==> src/inc/uds_regs.svh <==
// bit positions, reset values and snapshot layout of the status-pin block
`ifndef UDS_REGS_SVH
`define UDS_REGS_SVH
`define UDS_CHANNELS      4
`define UDS_LCW_IRQ_EN     3
`define UDS_LCW_IR_SEL     6
`define UDS_XMODE_TX_DMA   2
`define UDS_XMODE_RX_DMA   3
`define UDS_FEAT_IR_INV    2
`define UDS_XFEAT_AUTO_CTS 7
`define UDS_IRQEN_CTS      7
`define UDS_SNAP_TX_LSB   0
`define UDS_SNAP_RX_LSB   4
`define UDS_TX_IDLE_RST   1'h1
`define UDS_INFRARED_TX_OUT_IDLE_RST 1'h0
`define UDS_SNAP_RST      8'h00
`endif

==> src/inc/uds_pkg.sv <==
// types shared by the status-pin block
package uds_pkg;
    // register images of one channel
    typedef struct packed {
        logic [7:0] line_control_word;
        logic [7:0] ext_mode_reg;
        logic [7:0] feature_ctl_reg;
        logic [7:0] extra_feature_reg;
        logic [7:0] irq_enable_reg;
    } uds_cfg_type;
    // per-channel status from the uart core
    typedef struct packed {
        logic irq;
        logic tx_ready;
        logic rx_ready;
        logic tx_above_trig;
        logic rx_empty;
        logic std_tx;
        logic ir_tx;
    } uds_stat_type;
    // request states, gray along idle -> request -> halted
    typedef enum logic [1:0] {
        UDS_IDLE = 2'h0,
        UDS_REQ  = 2'h1,
        UDS_HALT = 2'h3
    } uds_drq_type;
    typedef struct packed {
        uds_drq_type [3:0] tx_drq;
        uds_drq_type [3:0] rx_drq;
        logic [3:0]        tx_ready_n;
        logic [3:0]        rx_ready_n;
        logic              tx_ready_all_n;
        logic              rx_ready_all_n;
        logic [7:0]        data_out;
        logic              data_oe;
        logic [3:0]        dma_route;
        logic [3:0]        irq_out;
        logic [3:0]        irq_oe;
        logic [3:0]        tx_out;
        logic [3:0]        infrared_tx_out;
        logic [3:0]        rx_to_core;
        logic [3:0]        cts_n_q;
        logic [3:0]        tx_hold;
        logic [3:0]        cts_irq;
    } uds_state_type;
endpackage

==> src/verilog/uds_status_pins.sv <==
// status, dma handshake, interrupt and serial pin logic of a quad uart
// Overview of operation
// - force select high drives all interrupt pins in strobe mode
// - force select low lets enable bit decide in strobe mode
// - transmit ready pin shows status or request
// - receive ready pin shows status or request
// - combined transmit ready from four channels
// - snapshot select puts status byte on bus
// - terminal count pulse ends dma transfer
// - grant low with qualifier high starts cycle
// - dma cycle routes access to fifos
// - transmit request high until count or trigger
// - transmit request enabled by mode bit two
// - receive request high until count or empty
// - receive request enabled by mode bit three
// - standard transmit idles and resets high
// - infrared select encodes, transmit idles low
// - infrared output always encoded, idles low
// - infrared receive optionally inverted before decoder
// - clear-to-send drives auto flow and interrupt
// - bus style high selects strobe mode
// - strobe mode interrupt driven per enable bit or force select
`timescale 1ns/1ps
`default_nettype none
`include "uds_regs.svh"
module uds_status_pins (
    // clock and reset
    input  wire logic                    clk,
    input  wire logic                    reset_n,
    // register images and core status
    input  wire uds_pkg::uds_cfg_type    cfg [4],
    input  wire uds_pkg::uds_stat_type   stat [4],
    // host bus pins
    input  wire logic                    bus_style_sel,
    input  wire logic                    irq_force_select,
    input  wire logic                    fifo_snapshot_select_n,
    input  wire logic                    transfer_done_pulse,
    input  wire logic                    addr_valid_qualifier,
    input  wire logic [3:0]              transfer_grant_n,
    // serial pins
    input  wire logic [3:0]              rx_in,
    input  wire logic [3:0]              cts_n,
    // status and request pins
    output logic [3:0]                   tx_ready_n,
    output logic [3:0]                   rx_ready_n,
    output logic                         tx_ready_all_n,
    output logic                         rx_ready_all_n,
    // data bus and dma routing
    output logic [7:0]                   data_out,
    output logic                         data_oe,
    output logic [3:0]                   dma_route,
    // interrupt pins
    output logic [3:0]                   irq_out,
    output logic [3:0]                   irq_oe,
    // serial outputs and core side
    output logic [3:0]                   tx_out,
    output logic [3:0]                   infrared_tx_out,
    output logic [3:0]                   rx_to_core,
    output logic [3:0]                   tx_hold,
    output logic [3:0]                   cts_irq
);
    uds_pkg::uds_state_type s_q;
    uds_pkg::uds_state_type s_d;

    ////////////////////////////////////////////////////////////////////////
    // next request state of one channel
    function automatic uds_pkg::uds_drq_type drq_next(
        input uds_pkg::uds_drq_type cur,
        input logic                 en,
        input logic                 want,
        input logic                 stop,
        input logic                 done
    );
        drq_next = cur;
        if (!en) begin
            drq_next = uds_pkg::UDS_IDLE;
        end else begin
            unique case (cur)
                uds_pkg::UDS_IDLE: begin
                    // count pulse beats a fresh request
                    if (want && !stop) begin
                        drq_next = done ? uds_pkg::UDS_HALT : uds_pkg::UDS_REQ;
                    end
                end
                uds_pkg::UDS_REQ: begin
                    if (done) begin
                        drq_next = uds_pkg::UDS_HALT;
                    end else if (stop) begin
                        drq_next = uds_pkg::UDS_IDLE;
                    end
                end
                uds_pkg::UDS_HALT: begin
                    if (stop) begin
                        drq_next = uds_pkg::UDS_IDLE;
                    end
                end
                default: drq_next = uds_pkg::UDS_IDLE;
            endcase
        end
    endfunction

    ////////////////////////////////////////////////////////////////////////
    always_comb begin
        logic tx_en;
        logic rx_en;
        logic ir_sel;
        tx_en = 1'h0;
        rx_en = 1'h0;
        ir_sel = 1'h0;
        s_d = s_q;
        for (int c = 0; c < `UDS_CHANNELS; c++) begin
            tx_en = cfg[c].ext_mode_reg[`UDS_XMODE_TX_DMA];
            rx_en = cfg[c].ext_mode_reg[`UDS_XMODE_RX_DMA];
            ir_sel = cfg[c].line_control_word[`UDS_LCW_IR_SEL];
            s_d.tx_drq[c] = drq_next(s_q.tx_drq[c], tx_en, !stat[c].tx_above_trig,
                                     stat[c].tx_above_trig, transfer_done_pulse);
            s_d.rx_drq[c] = drq_next(s_q.rx_drq[c], rx_en, !stat[c].rx_empty,
                                     stat[c].rx_empty, transfer_done_pulse);
            s_d.tx_ready_n[c] = tx_en ? (s_d.tx_drq[c] == uds_pkg::UDS_REQ)
                                      : !stat[c].tx_ready;
            s_d.rx_ready_n[c] = rx_en ? (s_d.rx_drq[c] == uds_pkg::UDS_REQ)
                                      : !stat[c].rx_ready;
            s_d.dma_route[c] = !transfer_grant_n[c] && addr_valid_qualifier;
            if (bus_style_sel) begin
                s_d.irq_out[c] = stat[c].irq;
                s_d.irq_oe[c] = irq_force_select
                                || cfg[c].line_control_word[`UDS_LCW_IRQ_EN];
            end else begin
                s_d.irq_out[c] = 1'h0;
                s_d.irq_oe[c] = (c != 0);
            end
            s_d.tx_out[c] = ir_sel ? stat[c].ir_tx : stat[c].std_tx;
            s_d.infrared_tx_out[c] = stat[c].ir_tx;
            s_d.rx_to_core[c] = ir_sel
                ? (rx_in[c] ^ cfg[c].feature_ctl_reg[`UDS_FEAT_IR_INV])
                : rx_in[c];
            s_d.cts_n_q[c] = cts_n[c];
            s_d.tx_hold[c] = cfg[c].extra_feature_reg[`UDS_XFEAT_AUTO_CTS] && cts_n[c];
            s_d.cts_irq[c] = cfg[c].irq_enable_reg[`UDS_IRQEN_CTS]
                             && (cts_n[c] != s_q.cts_n_q[c]);
        end
        // combined device interrupt, open drain, in rw-line mode
        if (!bus_style_sel) begin
            s_d.irq_oe[0] = stat[0].irq || stat[1].irq || stat[2].irq || stat[3].irq;
        end
        s_d.tx_ready_all_n = &s_d.tx_ready_n;
        s_d.rx_ready_all_n = &s_d.rx_ready_n;
        s_d.data_oe = !fifo_snapshot_select_n;
        s_d.data_out = fifo_snapshot_select_n ? `UDS_SNAP_RST
                                              : {s_d.rx_ready_n, ~s_d.tx_ready_n};
    end

    ////////////////////////////////////////////////////////////////////////
    always_ff @(posedge clk or negedge reset_n) begin
        if (!reset_n) begin
            s_q <= '0;
            s_q.tx_ready_n <= 4'hF;
            s_q.rx_ready_n <= 4'hF;
            s_q.tx_ready_all_n <= 1'h1;
            s_q.rx_ready_all_n <= 1'h1;
            s_q.data_out <= `UDS_SNAP_RST;
            s_q.tx_out <= {4{`UDS_TX_IDLE_RST}};
            s_q.infrared_tx_out <= {4{`UDS_INFRARED_TX_OUT_IDLE_RST}};
            s_q.rx_to_core <= 4'hF;
            s_q.cts_n_q <= 4'hF;
        end else begin
            s_q <= s_d;
        end
    end

    assign tx_ready_n      = s_q.tx_ready_n;
    assign rx_ready_n      = s_q.rx_ready_n;
    assign tx_ready_all_n  = s_q.tx_ready_all_n;
    assign rx_ready_all_n  = s_q.rx_ready_all_n;
    assign data_out        = s_q.data_out;
    assign data_oe         = s_q.data_oe;
    assign dma_route       = s_q.dma_route;
    assign irq_out         = s_q.irq_out;
    assign irq_oe          = s_q.irq_oe;
    assign tx_out          = s_q.tx_out;
    assign infrared_tx_out = s_q.infrared_tx_out;
    assign rx_to_core      = s_q.rx_to_core;
    assign tx_hold         = s_q.tx_hold;
    assign cts_irq         = s_q.cts_irq;
endmodule
`default_nettype wire

==> config.mk <==
export PLATFORM = sky130hd
export DESIGN_NAME = uds_status_pins
export DESIGN_NICKNAME = d
export VERILOG_FILES = /design/src/inc/uds_pkg.sv /design/src/verilog/uds_status_pins.sv
export VERILOG_INCLUDE_DIRS = /design/src /design/src/inc
export SDC_FILE = /design/constraint.sdc
export NUM_CORES = 1
export LEC_CHECK = 0
export BUFFER_PORTS_ARGS = -buffer_cell sky130_fd_sc_hd__buf_2
export CAP_MARGIN = 15
export CORE_AREA = 2 2 100 102
export CTS_CLUSTER_SIZE = 16
export DETAILED_ROUTE_END_ITERATION = 10
export DIE_AREA = 0 0 102 104
export GPL_TIMING_DRIVEN = 0
export PLACE_DENSITY = 0.8
export RECOVER_POWER = 100
export SLEW_MARGIN = 20
export SYNTH_ARGS = -nofsm -noshare
export SYNTH_HDL_FRONTEND = slang
export SYNTH_SLANG_ARGS = --single-unit
export TNS_END_PERCENT = 30
==> constraint.sdc <==
create_clock -name clk -period 1.25 [get_ports clk]
set_input_delay 0.25 -clock clk [delete_from_list [all_inputs] [get_ports clk]]
set_output_delay 0.25 -clock clk [all_outputs]
set_load 0.01 [all_outputs]
== Word-level counts from Yosys, hierarchy flattened ==
Cells that the tools add are included.

* Register bits after elaboration: 71
* Input port bits: 207
* Output and inout port bits: 51
* Word-level logic and storage cells: 164

* Equal/unequal tests: 28
* Multiplexer cells: 66
* Bitwise logic cells: 5
* Reductions and logical operators: 42

{| class="wikitable"
|+ Operators by type and width
! operator !! number
|-
| $mux 2 || 33
|-
| $pmux 2 s3 || 8
|-
| $eq 2x1->1 const B || 16
|-
| $mux 1 || 24
|-
| $eq 2x2->1 const B || 8
|-
| $logic_not 2->1 || 8
|-
| $logic_not 1->1 || 13
|-
| $logic_and 1x1->1 || 12
|-
| $mux 8 || 1
|-
| $reduce_and 4->1 || 2
|-
| $logic_or 1x1->1 || 7
|-
| $ne 1x1->1 || 4
|-
| $not 4->4 || 1
|-
| $xor 1x1->1 || 4
|}

== Logic depth before layout (Yosys ltp) ==
* Depth after elaboration: 8
* Gate-level depth with buffers: 5
* Depth with buffers taken out: 3

== Worst setup path after synthesis ==
No wires, ideal clock.

* Path kind: reg-to-reg
* From: register s_q[56] (netlist name)
* To: register, netlist name rx_ready_all_n
* Arrival time: 1168 ps
* Data required time: 1187 ps
* Path slack: 19 ps
* Stages on the path, launching flop included: 4
* Path through: dfrtp_1 > or4b_1 > o21ai_1 > and4_1

{| class="wikitable"
|+ RTL lines
! what !! line !! source
|-
| start: declaration || uds_status_pins.sv:62 || <nowiki>uds_pkg::uds_state_type s_q;</nowiki>
|}

==> results.json <==
{
  "met3_length_um": 660,
  "synth_sequential_area_ratio": 0.608,
  "min_period_ns": 1.30,
  "synth.top_cell.area_share": 0.414,
  "cts_clk_pin_slew_worst_paths_ns": 0.08,
  "area_growth_pct": 42.4,
  "timing.critical_path.slowest_stage_cell": "or4b_4",
  "clock_tree.htree_level_count": 3,
  "clock_sinks": 71,
  "cts_root_buffer": "clkbuf_8",
  "detail_route.first_pass.iterations": 5,
  "placed_cell_areas_mm2": 0.00379,
  "antenna_found_initial": 0,
  "slew_viol_final": 0,
  "postLayoutSetupSlackWorst_ns": -0.0492,
  "netlist_area_mm2": 0.00297,
  "initial_utilization": 0.311,
  "postRouteAntennaNets": 0,
  "total_routed_wirelength_um": 7090,
  "setup.worst_path.class": "reg2reg",
  "report.power.total_mw": 5.45,
  "layout.cells.most_common": "buf_2",
  "reg2reg_path_depth": 3,
  "final_std_cell_area_no_fill_mm2": 0.00422,
  "floorplan.die.width_um": 102,
  "worst_ep_required_time_ns": 1.53,
  "post_synth_num_cell_types": 24,
  "synth.avg_cell_area_um2": 12.2,
  "die_area_mm2": 0.0106,
  "first_global_vias": 2221,
  "critical_path.top_delay_family": "simple AND/OR/NAND/NOR gates",
  "critPathArrivalTime_ns": 1.58,
  "worst_path_largest_cell_delay_ns": 0.54,
  "violations": "negative setup slack",
  "core_area_mm2": 0.00955,
  "clock_skew_ns": 0.00885,
  "ffs_latches_synth": 71,
  "max_cap_violations": 0,
  "unrepaired_setup_endpoints_after_global_routing": "true",
  "grt-ovfl-total": 0,
  "chipHeight_um": 104,
  "tritoncts_clock_tree": "yes",
  "hold_class": "in2reg",
  "worst_slew_pin_slew_ns": 0.624,
  "max-clock-path-buffers": 2,
  "worst_setup_path_startpoint": "s_q[56]$_DFF_PN0_",
  "final_layout_worst_hold_slack_ns": 0.0258,
  "yosysWarnings": 0,
  "max-slew-margin-rel": 0.584,
  "routed-wl-met2_um": 3310,
  "track_usage": 0.137,
  "critPathLaunchType": "flip-flop",
  "post-route-period-util": 1.04,
  "drt_iter0_markers": 51,
  "dpl.hpwl_um": 5190,
  "dr.max_layer_used": "met4",
  "grt_first_pass_wirelength_um": 10900,
  "commonest_cells_after_routing_fill_and_taps_aside": "buf_2 (92), dfrtp_1 (49), buf_4 (37)",
  "yosys-top-cells-area": "dfrtp_1 (41%), dfstp_2 (19%), buf_4 (12%)",
  "syn-num-nets": 451,
  "netlist_instances": 244,
  "worstSetupEndpoint": "rx_ready_all_n$_DFF_PN1_",
  "port_buffers": 125,
  "dominant_cell_type_by_area_after_synthesis": "dfrtp_1",
  "hold_violations": 0,
  "rrSetupSlack_ns": -0.05,
  "max_clock_freq_mhz": 770,
  "grt_max_degree": 51,
  "dr_total_vias": 2170,
  "crit_path_end_kind": "flip-flop",
  "ordered_cell_list_for_the_critical_path": "or4b_4 -> o21ai_4 -> and4_1",
  "status": "complete, but fails checks",
  "endpoint_of_the_most_critical_register_to_register_path": "rx_ready_all_n$_DFF_PN1_",
  "finalCoreUtilization": 0.442,
  "final_nets": 589,
  "wl_met1_um": 3010,
  "core_rows": 36,
  "routed_via_density": 4.17,
  "pwr_density_cell_mw_per_mm2": 1290,
  "cts_buffers": 9,
  "gpl.final_weighted_congestion": 0.677,
  "clock_insertion_delay_worst_skew_ns": 0.34,
  "routedWlPerCell_um": 13.6,
  "antenna_cells": 0,
  "share_of_cells_above_drive_strength_1": 0.576,
  "setup_viol_count_final": 6,
  "worst_r2r_start": "s_q[56]$_DFF_PN0_",
  "critical_path_peak_fanout": 3,
  "cp.buffers_inverters": 0,
  "io-pin-count": 258,
  "ir_drop_mv": 0.583,
  "post-route-drc-count": 0,
  "cellLeakagePower_nw": 2.06,
  "cp.depth": 3
}
[layout make-up]
type | instances | area, µm²
fillers | 916 | 5330
flip-flops and latches | 71 | 1800
repair buffers | 139 | 852
multi-input cells | 114 | 831
plain buffers | 38 | 305
well taps | 133 | 166
clock buffers | 12 | 155
clock inverters | 4 | 76.3
inverters | 9 | 33.8
[power breakdown]
part           internal [mW]  switching (mW)  total, mW  leakage (nW)
Clock                   1.24           0.860       2.10         0.113
Combinational          0.450           0.364      0.814          1.10
Sequential              2.48          0.0558       2.54         0.845
Total                   4.17            1.28       5.45          2.06
[flip-flops by register name, summed over array words and instances, names as in the netlist]
signal / cells
s_q: 20
irq_out: 4
data_oe: 1
rx_ready_n: 4
tx_ready_n: 4
tx_out: 4
data_out: 8
rx_to_core: 4
cts_irq: 4
dma_route: 4
irq_oe: 4
rx_ready_all_n: 1
infrared_tx_out: 4
tx_hold: 4
tx_ready_all_n: 1
[routing by layer]
metal,up-vias,GRT usage
li1,1023,-
met1,1048,0.169
met2,90,0.211
met3,9,0.0578
met4,0,0.0524
met5,-,0
[cells in the mapped netlist]
master	instances
a21boi_0	8
a21oi_1	9
and2_1	16
and4_1	2
buf_4	48
buf_6	1
clkbuf_1	1
dfrtp_1	49
dfstp_2	22
inv_1	9
mux2_2	4
nand2_1	4
nand2b_1	3
nor2_1	6
nor2b_1	13
o21ai_0	16
o21ai_1	5
o21ai_2	3
or2_2	8
or4_1	1
or4b_1	6
or4b_4	2
xnor2_1	4
xor2_1	4
[timing repair]
| item | CTS | global route |
|---|---|---|
| gates resized for setup | 45 | 12 |
| endpoints found under the hold margin | 14 | 0 |
| setup endpoints to repair | 30 | 42 |
| hold buffers | 1 | 0 |
| pin swaps | 2 | 4 |
| setup buffers | 8 | 4 |
[logic make-up (layout without fill, tap and decap cells)]
group,Yosys count,in the layout,share of synthesized area
AND/OR/NAND/NOR,61,61,0.135
XOR/XNOR,8,8,0.0236
flip-flops,71,71,0.608
multiplexers,4,4,0.0152
AO/OA/AOI/OAI,41,41,0.0797
buffers and inverters,59,202,0.138
[through the flow]
stage	worst slack, ns	instances	setup TNS (ns)
2_1_floorplan	0.0189	244	0
3_3_place_gp	-0.401	502	-24.26
3_5_place_dp	-0.350	503	-3.34
4_1_cts	-0.0610	524	-0.787
5_1_grt	-0.0808	520	-1.37
6_report	-0.0492	520	-0.231
[how the worst min path moves through the flow]
stage                        start                      endpoint  slack, ns  cells after the start
after floorplan            reset_n          cts_irq[0]$_DFF_PN0_      -0.05                      0
after global placement    stat[14]  infrared_tx_out[1]$_DFF_PN0_       0.37                      1
after detailed placement   reset_n        dma_route[3]$_DFF_PN0_       0.17                      1
after CTS                 stat[14]  infrared_tx_out[1]$_DFF_PN0_      0.008                      1
after global routing      cts_n[0]              s_q[8]$_DFF_PN1_      0.002                      1
final                     stat[21]  infrared_tx_out[0]$_DFF_PN0_       0.03                      1
Power figures use the tool's default switching activity.
